[src/core/cgr_pkg.sv]
// Constants and types shared by the general register file
package cgr_pkg;
    localparam int unsigned WORD_W      = 32;
    localparam int unsigned IDX_W       = 4;
    localparam int unsigned NUM_REGS    = 16;
    localparam int unsigned SEG_W       = 4;
    localparam int unsigned SEG_LSB     = 28;
    localparam int unsigned GROUP_BIT   = 3;
    localparam logic [3:0]  IMPLICIT_D  = 4'hf;
    localparam logic [3:0]  STACK_A     = 4'ha;
    localparam logic [3:0]  RETURN_A    = 4'hb;
    localparam logic [3:0]  IMPLICIT_A  = 4'hf;
    localparam logic [15:0] GLOBAL_MASK = 16'h0303;
    localparam logic [31:0] REG_RESET   = 32'h0000_0000;
    localparam logic [31:0] PC_RESET    = 32'h0000_0000;
    localparam logic [31:0] LINK_RESET  = 32'h0000_0000;
    localparam logic [31:0] STAT_RESET  = 32'h0000_0000;
    // Writable bits of the status word; the rest are reserved_field
    localparam logic [31:0] STAT_WMASK  = 32'h0000_ffff;
    localparam logic [31:0] LINK_WMASK  = 32'hffff_ffff;
    typedef logic [WORD_W-1:0] cgr_word_t;
    typedef logic [IDX_W-1:0]  cgr_idx_t;
endpackage

[src/core/cgr_bank_if.sv]
// Interface between the register file top and one register bank
`timescale 1ns/100ps
interface cgr_bank_if;
    logic                wr_en;
    cgr_pkg::cgr_idx_t   wr_idx;
    cgr_pkg::cgr_word_t  wr_data;
    logic                grp_ld;
    logic                grp_upper;
    cgr_pkg::cgr_word_t  grp_data [8];
    cgr_pkg::cgr_word_t  regs [16];
    modport ctrl (output wr_en, wr_idx, wr_data, grp_ld, grp_upper,
                  grp_data, input regs);
    modport bank (input wr_en, wr_idx, wr_data, grp_ld, grp_upper,
                  grp_data, output regs);
endinterface

[src/core/cgr_bank.sv]
// One bank of sixteen 32-bit general registers with group restore
`timescale 1ns/100ps
module cgr_bank #(
    parameter logic [15:0] SKIP_MASK = 16'h0000
) (
    input  wire logic sys_clk_i,
    input  wire logic rst_i,
    cgr_bank_if.bank  bus
);
    for (genvar g = 0; g < 16; g++) begin : g_reg
        localparam logic [3:0] IDX = 4'(g);
        localparam bit UPPER = (g >= 8);
        wire grp_hit = bus.grp_ld && (bus.grp_upper == UPPER)
                       && !SKIP_MASK[g];
        wire wr_hit  = bus.wr_en && (bus.wr_idx == IDX);
        always_ff @(posedge sys_clk_i) begin
            if (rst_i) begin
                bus.regs[g] <= cgr_pkg::REG_RESET;
            end else if (grp_hit) begin
                bus.regs[g] <= bus.grp_data[g % 8];
            end else if (wr_hit) begin
                bus.regs[g] <= bus.wr_data;
            end
        end
    end
endmodule

[src/core/cgr_regfile.sv]
// Architectural general register file, status registers and segment map
`timescale 1ns/100ps
module cgr_regfile (
    input  wire logic               sys_clk_i,
    input  wire logic               rst_i,
    input  wire logic               d_wr_en_i,
    input  wire cgr_pkg::cgr_idx_t  d_wr_idx_i,
    input  wire cgr_pkg::cgr_word_t d_wr_data_i,
    input  wire logic               a_wr_en_i,
    input  wire cgr_pkg::cgr_idx_t  a_wr_idx_i,
    input  wire cgr_pkg::cgr_word_t a_wr_data_i,
    input  wire logic               d_rd_implicit_i,
    input  wire cgr_pkg::cgr_idx_t  d_rd_idx_i,
    input  wire logic               a_rd_implicit_i,
    input  wire cgr_pkg::cgr_idx_t  a_rd_idx_i,
    input  wire logic               ctx_ld_i,
    input  wire logic               ctx_upper_i,
    input  wire cgr_pkg::cgr_word_t ctx_d_i [8],
    input  wire cgr_pkg::cgr_word_t ctx_a_i [8],
    input  wire logic               pc_ld_i,
    input  wire cgr_pkg::cgr_word_t pc_i,
    input  wire logic               link_wr_i,
    input  wire cgr_pkg::cgr_word_t link_i,
    input  wire logic               status_wr_i,
    input  wire cgr_pkg::cgr_word_t status_i,
    input  wire logic               status_hw_en_i,
    input  wire cgr_pkg::cgr_word_t status_hw_i,
    input  wire cgr_pkg::cgr_word_t byte_addr_i,
    output logic [31:0]             d_rd_data_o,
    output logic [31:0]             a_rd_data_o,
    output logic [31:0]             stack_pointer_o,
    output logic [31:0]             return_address_reg_o,
    output logic [31:0]             pc_o,
    output logic [31:0]             previous_context_link_o,
    output logic [31:0]             program_status_word_o,
    output logic [3:0]              segment_o,
    output logic [27:0]             seg_offset_o,
    output logic [7:0]              mem_byte0_o,
    output logic [7:0]              mem_byte3_o
);

    cgr_bank_if d_if ();
    cgr_bank_if a_if ();

    // Data bank keeps every register in its group
    cgr_bank #(.SKIP_MASK(16'h0000)) u_dbank (
        .sys_clk_i (sys_clk_i),
        .rst_i     (rst_i),
        .bus       (d_if.bank)
    );
    // Global address registers never take part in group restore
    cgr_bank #(.SKIP_MASK(cgr_pkg::GLOBAL_MASK)) u_abank (
        .sys_clk_i (sys_clk_i),
        .rst_i     (rst_i),
        .bus       (a_if.bank)
    );

    assign d_if.wr_en     = d_wr_en_i;
    assign d_if.wr_idx    = d_wr_idx_i;
    assign d_if.wr_data   = d_wr_data_i;
    assign d_if.grp_ld    = ctx_ld_i;
    assign d_if.grp_upper = ctx_upper_i;
    assign d_if.grp_data  = ctx_d_i;
    assign a_if.wr_en     = a_wr_en_i;
    assign a_if.wr_idx    = a_wr_idx_i;
    assign a_if.wr_data   = a_wr_data_i;
    assign a_if.grp_ld    = ctx_ld_i;
    assign a_if.grp_upper = ctx_upper_i;
    assign a_if.grp_data  = ctx_a_i;

    // Implicit operand substitution
    wire cgr_pkg::cgr_idx_t d_sel = d_rd_implicit_i ? cgr_pkg::IMPLICIT_D
                                                    : d_rd_idx_i;
    wire cgr_pkg::cgr_idx_t a_sel = a_rd_implicit_i ? cgr_pkg::IMPLICIT_A
                                                    : a_rd_idx_i;

    // Group restore result for a register, if it is being reloaded
    wire d_grp_hit = ctx_ld_i && (d_sel[cgr_pkg::GROUP_BIT] == ctx_upper_i);
    wire a_grp_hit = ctx_ld_i && (a_sel[cgr_pkg::GROUP_BIT] == ctx_upper_i)
                     && !cgr_pkg::GLOBAL_MASK[a_sel];
    wire d_wr_hit  = d_wr_en_i && (d_wr_idx_i == d_sel);
    wire a_wr_hit  = a_wr_en_i && (a_wr_idx_i == a_sel);

    // Bypass: read returns the value the register takes at this edge
    wire cgr_pkg::cgr_word_t next_d_rd =
        d_grp_hit ? ctx_d_i[d_sel[2:0]] :
        d_wr_hit  ? d_wr_data_i : d_if.regs[d_sel];
    wire cgr_pkg::cgr_word_t next_a_rd =
        a_grp_hit ? ctx_a_i[a_sel[2:0]] :
        a_wr_hit  ? a_wr_data_i : a_if.regs[a_sel];

    wire upper_ld = ctx_ld_i && ctx_upper_i;
    wire cgr_pkg::cgr_word_t next_stack =
        upper_ld ? ctx_a_i[cgr_pkg::STACK_A[2:0]] :
        (a_wr_en_i && a_wr_idx_i == cgr_pkg::STACK_A) ? a_wr_data_i
        : a_if.regs[cgr_pkg::STACK_A];
    wire cgr_pkg::cgr_word_t next_ret =
        upper_ld ? ctx_a_i[cgr_pkg::RETURN_A[2:0]] :
        (a_wr_en_i && a_wr_idx_i == cgr_pkg::RETURN_A) ? a_wr_data_i
        : a_if.regs[cgr_pkg::RETURN_A];

    // Status word: hardware update wins and is stored unmasked; software writes hold reserved bits at zero
    wire cgr_pkg::cgr_word_t next_status =
        status_hw_en_i ? status_hw_i :
        status_wr_i ? (status_i & cgr_pkg::STAT_WMASK)
                    : program_status_word_o;
    wire cgr_pkg::cgr_word_t next_link =
        link_wr_i ? (link_i & cgr_pkg::LINK_WMASK)
                  : previous_context_link_o;

    // Little-endian: byte 0 is the least significant byte of the word
    wire [7:0] next_b0 = next_d_rd[7:0];
    wire [7:0] next_b3 = next_d_rd[31:24];

    always_ff @(posedge sys_clk_i) begin
        if (rst_i) begin
            d_rd_data_o             <= cgr_pkg::REG_RESET;
            a_rd_data_o             <= cgr_pkg::REG_RESET;
            stack_pointer_o         <= cgr_pkg::REG_RESET;
            return_address_reg_o    <= cgr_pkg::REG_RESET;
            pc_o                    <= cgr_pkg::PC_RESET;
            previous_context_link_o <= cgr_pkg::LINK_RESET;
            program_status_word_o   <= cgr_pkg::STAT_RESET;
            segment_o               <= 4'h0;
            seg_offset_o            <= 28'h000_0000;
            mem_byte0_o             <= 8'h00;
            mem_byte3_o             <= 8'h00;
        end else begin
            d_rd_data_o             <= next_d_rd;
            a_rd_data_o             <= next_a_rd;
            stack_pointer_o         <= next_stack;
            return_address_reg_o    <= next_ret;
            if (pc_ld_i) begin
                pc_o <= pc_i;
            end
            previous_context_link_o <= next_link;
            program_status_word_o   <= next_status;
            segment_o    <= byte_addr_i[cgr_pkg::SEG_LSB +: cgr_pkg::SEG_W];
            seg_offset_o <= byte_addr_i[cgr_pkg::SEG_LSB-1:0];
            mem_byte0_o  <= next_b0;
            mem_byte3_o  <= next_b3;
        end
    end
endmodule

[config.mk]
export PLATFORM = sky130hd
export DESIGN_NAME = cgr_regfile
export DESIGN_NICKNAME = d
export VERILOG_FILES = /design/src/core/cgr_pkg.sv /design/src/core/cgr_bank_if.sv /design/src/core/cgr_bank.sv /design/src/core/cgr_regfile.sv
export SDC_FILE = /design/constraint.sdc
export NUM_CORES = 2
export LEC_CHECK = 0
export BUFFER_PORTS_ARGS = -buffer_cell sky130_fd_sc_hd__buf_2
export CAP_MARGIN = 20
export CORE_AREA = 2 2 400 402
export CTS_CLUSTER_SIZE = 14
export DETAILED_ROUTE_END_ITERATION = 10
export DIE_AREA = 0 0 402 404
export GPL_TIMING_DRIVEN = 0
export SETUP_SLACK_MARGIN = 0.5
export SYNTH_ARGS = -nofsm -noshare
export SYNTH_HDL_FRONTEND = slang
export SYNTH_SLANG_ARGS = --single-unit
[constraint.sdc]
create_clock -name sys_clk_i -period 3.2 [get_ports sys_clk_i]
set_clock_uncertainty 0.1 [all_clocks]
set_input_delay 0.16 -clock sys_clk_i [delete_from_list [all_inputs] [get_ports sys_clk_i]]
set_output_delay 0.16 -clock sys_clk_i [all_outputs]
set_load 0.02 [all_outputs]
# After elaboration in Yosys (flattened, before gate mapping)
# Memories as Yosys holds them, arrays and structs flattened.
# Cells that the tools add are included.
[op_classes]
n_div = 0
n_reduce_logical = 71
n_shift = 0
bitwise_logic = 5
n_addsub = 0
mux = 77
magnitude_cmp = 5
multipliers = 0
eq_ne = 34
[op_table]
columns = ["cell", "n"]
rows = [
  ["$mux 32", 70],
  ["$bmux 32 s4", 2],
  ["$bmux 32 s3", 2],
  ["$eq 4x4->1 const B", 16],
  ["$reduce_bool 2->1", 29],
  ["$logic_and 1x1->1", 39],
  ["$eq 4x3->1 const B", 8],
  ["$eq 4x2->1 const B", 4],
  ["$ge 5x5->1 const B", 2],
  ["$not 4->5", 2],
  ["$eq 4x1->1 const B", 2],
  ["$eq 4x4->1", 2],
  ["$ge 4x4->1 const B", 2],
  ["$logic_not 4->1", 2],
  ["$mux 4", 2],
  ["$not 3->4", 2],
  ["$lt 4x5->1 const B", 1],
  ["$eq 1x1->1", 2],
  ["$logic_not 1->1", 1],
  ["$mux 1", 1],
  ["$not 1->1", 1],
]
[word_totals]
reg_bits = 1232
word_cells = 234
mem_bits_ro = 16
latchBits = 0
inputBits = 764
mem_count = 1
out_inout_bits = 272
ram_bits = 0
[mem_list]
columns = ["name", "words", "word_bits", "rd", "rd_ports_with_merged_regs", "wr", "line", "source"]
rows = [
  ["(name not given)", 16, 1, 1, 0, 0, "cgr_regfile.sv:80", "&& !cgr_pkg::GLOBAL_MASK[a_sel];"],
]

# Logic depth before layout (Yosys ltp)
[logic_depth]
depth_word = 7
mapped_depth = 9
depth_no_buf = 5

# By module
# Synthesis repeated with hierarchy kept, for this count alone.
[hier_totals]
hier_cells = 8911
hier_area_um2 = 70264.9
[by_module_without_submodules]
columns = ["mod", "area_per_inst_um2", "seq_area_each_um2", "cells_each", "instances"]
rows = [
  ["cgr_bank (u_dbank)", 23832.9, 10249.8, 3046, 1],
  ["cgr_regfile", 23672.7, 5124.9, 2969, 1],
  ["cgr_bank (u_abank)", 22759.3, 10249.8, 2896, 1],
]

# Worst setup path after synthesis
# OpenSTA, ideal clock, no wires.
[synth_timing]
path_kind = "input-to-reg"
from = "in d_rd_idx_i[0]"
to = "reg d_rd_data_o[10]"
arrival_time_ps = 1659
slack_ps = 1289
path_buffers = 3
path_stages = 7
required_time_ps = 2948
cell_sequence = "buf_2 buf_4 buf_2 mux4_2 o221ai_1 o31a_1 a221oi_2"
[synth_between]
elab_chain_cells = 7
[synth_rtl]
columns = ["element", "line", "source"]
rows = [
  ["from (decl)", "cgr_regfile.sv:13", "input wire cgr_pkg::cgr_idx_t d_rd_idx_i,"],
  ["$mux 4 (*)", "cgr_regfile.sv:72", "wire cgr_pkg::cgr_idx_t d_sel = d_rd_implicit_i ? cgr_pkg::IMPLICIT_D"],
  ["$not 4->5 (not written as such)", "cgr_regfile.sv:87", "d_wr_hit ? d_wr_data_i : d_if.regs[d_sel];"],
  ["$bmux 32 s4", "cgr_regfile.sv:87", ""],
  ["$mux 32 (not written as such) (2 in a row)", "cgr_regfile.sv:87", ""],
  ["$mux 32", "cgr_regfile.sv:87", ""],
  ["$mux 32 (*)", "cgr_regfile.sv:86", "d_grp_hit ? ctx_d_i[d_sel[2:0]] :"],
  ["to (signal assigned)", "cgr_regfile.sv:117", "d_rd_data_o <= cgr_pkg::REG_RESET;"],
  ["to (signal assigned)", "cgr_regfile.sv:129", "d_rd_data_o <= next_d_rd;"],
  ["to (decl)", "cgr_regfile.sv:29", "output logic [31:0] d_rd_data_o,"],
]
# Mark *: on every way between the ends. The rest lies on a longest branch, timed or not. The select of a mux whose other input is x is not followed.
# A chain may end at the register's enable or synchronous reset.

# Worst setup path in the final report
[layout_timing]
from = "in ctx_upper_i"
to = "reg u_abank.bus.regs[73]"
[layout_between]
elab_chain_cells = 2
[layout_rtl]
columns = ["element", "line", "source"]
rows = [
  ["from (decl)", "cgr_regfile.sv:17", "input wire logic ctx_upper_i,"],
  ["$logic_and 1x1->1 (*)", "--", ""],
  ["$mux 32 or $reduce_bool 2->1 (tied branches)", "--", ""],
  ["to (signal, indexed assignment)", "cgr_bank.sv:18", "bus.regs[g] <= cgr_pkg::REG_RESET;"],
  ["to (signal, indexed assignment)", "cgr_bank.sv:20", "bus.regs[g] <= bus.grp_data[g % 8];"],
  ["to (signal, indexed assignment)", "cgr_bank.sv:22", "bus.regs[g] <= bus.wr_data;"],
  ["to (decl)", "cgr_bank_if.sv:14", "grp_data, output regs);"],
]
# Mark *: on every way between the ends. The rest lies on a longest branch, timed or not.

==> impl_metrics.toml <==
[global_route]
grt_pass1_vias = 69700
antenna_found_initial = 88
overflow = 0
track_usage_pct = 45.1
grt_max_degree = 17
grt_pass1_wl_mm = 525

[yosys]
synth.avg_cell_area_um2 = 9.18
async_flop_share_pct = 0
yosysWarnings = 0
synth_top_family_by_area = "multiplexers"
synthMuxAreaShare_pct = 23.4
ys_seq_area_share_pct = 37.0
synth_edf_count = 0
synth-xor-area-share_pct = 0.0532
synthAdderAreaFrac_pct = 0
synth.ff_latch_count = 1216
syn_area_um2 = 65900
synthTopCellsByArea = "dfxtp_1, mux2i_1, a211oi_1"
synthFlopType = "dfxtp_1"
synth_cell_types = 58
synth_top_area_share_pct = 37.0
synth-compound-area-share_pct = 19.5
syn_inst = 7174
synth_nets = 7938
synth_top_area_cell = "dfxtp_1"
synth_simple_gate_area_share_pct = 13.1

[timing]
fin_crit_sh_pct = 90.6
slew_violations = 0
hold_viol_final = 0
fmax_ghz = 0.345
slew_headroom_pct = 8.39
grt_setup_unrepaired = "true"
worst_pin_slew_ns = 1.37
finalSetupViolCount = 0
timing.final.crit_period_ns = 2.90

[worst_setup_path]
reg2reg_from = "u_dbank.bus.regs[33]$_SDFFE_PP0P_"
startpoint_type = "input port"
crit_path_end_kind = "register"
critPathArrivalTime_ns = 3.49
path_class = "input port to register"
critical_path_required_ns = 3.79
startpoint = "ctx_upper_i"
cp_max_fo = 11

[flow_run]
drv_cap = 0

[floorplanning]
die_w_um = 402
die_area_um2 = 162000
io_pins = 1036
rows = 146
die_y_um = 404
initial_core_util_pct = 41.7
coreArea_um2 = 158000

[placement]
hpwl_mm = 284
portBuffers = 942
gp_congestion = 1.02

[clock_network]
cts_htree_levels = 4
path_clk_slew_ns = 0.06
numCtsBuffers = 147
clk_path_buf_depth = 3
clock_latency_ns = 0.81
cts_tree = "yes"
clock-sinks = 1216
root_buffer = "clkbuf_16"

[route]
routed_wl_mm = 383
drc = 0
wire_per_inst_um = 33.9
vias_per_cell = 6.45
ant_nets = 0
drt_iter0_drc = 10600
drt_first_pass_iters = 9
num_vias = 72700

[power_and_ir_drop]
power_frac_seq_pct = 39.1
net-switching-power_mw = 13.4
finalPower_mw = 42.6
p_int_mw = 29.3
switching_share_pct = 31.4
pwr_density_cell_nw_per_um2 = 495
ir_drop_v = 0.000547
p_clk_share_pct = 40.4
pwr-share-comb_pct = 20.5
p_leak_nw = 34.4

[worst_hold_path]
hp-start = "d_wr_idx_i[1]"
min_path_type = "input port to register"

[cells_and_area]
fillers = 14400
nets = 9813
drive_above_1_share_pct = 19.3
final_cell_mix = "dfxtp_1, nor2_1, buf_2, mux2i_1, a211oi_1"
fin_util_pct = 54.5
area_growth_pct = 30.7
final_common_cell = "dfxtp_1"

[status]
status = "finished, final reports clean"
## power groups by stage
stage	clock network [mW]	registers (mW)	logic [mW]
floorplan	0	17.0	3.98
global placement	0	17.0	7.33
detailed placement	0	17.0	7.43
CTS	17.1	16.7	8.28
global route	17.7	16.8	8.91
finish	17.2	16.7	8.73
## registers in the layout, summed over array words and instances (netlist names)
register and flops:
mem_byte3_o 1, previous_context_link_o 32, u_abank.bus.regs 512, a_rd_data_o 32, d_rd_data_o 31, program_status_word_o 32, seg_offset_o 28, pc_o 32
segment_o 4, u_dbank.bus.regs 512
## critical path: stages
cell	delay (ns)
buf_2	0.19
nand2_1	0.19
clkbuf_1	0.64
clkbuf_1	0.93
clkbuf_1	0.58
a211oi_1	0.17
dlygate4sd3_1	0.61
## timing repair
| item | CTS | global route |
|---|---|---|
| endpoints found under the hold margin | 1097 | 0 |
| hold buffers | 764 | 0 |
| buffers inserted | 0 | 0 |
| endpoints found under the setup margin | 0 | 41 |
| resized for setup | 0 | 27 |
## cell type report
class | instances | area, um^2 | area share, %
diodes | 41 | 103 | 0.119
plain buffers | 936 | 4290 | 4.98
clock buffers | 220 | 4290 | 4.98
clock inverters | 40 | 465 | 0.541
inverters | 102 | 383 | 0.445
multi-input cells | 4920 | 36900 | 42.9
flip-flops and latches | 1216 | 24300 | 28.3
well taps | 2072 | 2590 | 3.01
repair buffers | 1726 | 12700 | 14.7
## logic make-up (layout without fill, tap and decap cells)
| family | after synthesis | count (layout) |
|---|---|---|
| flip-flops | 1216 | 1216 |
| AO/OA/AOI/OAI | 1682 | 1682 |
| other | 0 | 41 |
| XOR/XNOR | 4 | 4 |
| AND/OR/NAND/NOR | 1938 | 1938 |
| multiplexers | 1296 | 1296 |
| buffers and inverters | 1038 | 3024 |
## per-stage QoR
step / hold slack [ns] / setup TNS [ns] / area [um^2] / std cells / setup WS [ns]
2_1_floorplan: 0.188 / 0 / 65900 / 7174 / 1.29
3_3_place_gp: 0.273 / -235.28 / 73200 / 10200 / -1.17
3_5_place_dp: 0.275 / -10.42 / 73400 / 10200 / -0.311
4_1_cts: 0.000542 / 0 / 85800 / 11200 / 0.512
5_1_grt: 0.0427 / 0 / 86000 / 11200 / 0.407
6_report: 0.0244 / 0 / 86100 / 11300 / 0.302
## Yosys cell counts (all sizes together) (33+ instances only)
| master | n |
|---|---|
| nor2b | 228 |
| a211oi | 898 |
| nand2b | 73 |
| a22oi | 128 |
| o221ai | 129 |
| inv | 101 |
| mux2i | 1072 |
| a221o | 128 |
| buf | 329 |
| dfxtp | 1216 |
| nand3b | 68 |
| nor2 | 1129 |
| mux4 | 192 |
| or2 | 33 |
| a21oi | 228 |
| nor3 | 66 |
| nand2 | 297 |
| clkbuf | 607 |
## layer usage
metal / vias to the layer above / track usage [%] / share of wire [%] / wire (um)
li1: 30000 / - / - / -
met1: 35200 / 54.4 / 37 / 140000
met2: 5839 / 65.6 / 41 / 158000
met3: 1580 / 16.8 / 13 / 51000
met4: 92 / 33.2 / 8.7 / 33200
met5: - / 0 / 0.16 / 609
## worst paths after layout
check / endpoint / slack [ns] / cells past startpoint
max: u_abank.bus.regs[73]$_SDFFE_PP0P_ / 0.30 / 7
min reg2reg: u_abank.bus.regs[242]$_SDFFE_PP0P_ / 0.35 / 2
min: u_dbank.bus.regs[287]$_SDFFE_PP0P_ / 0.02 / 5
max reg2reg: d_rd_data_o[1]$_SDFF_PP0_ / 1.04 / 5
No activity file was read; power rests on OpenSTA's default activity.
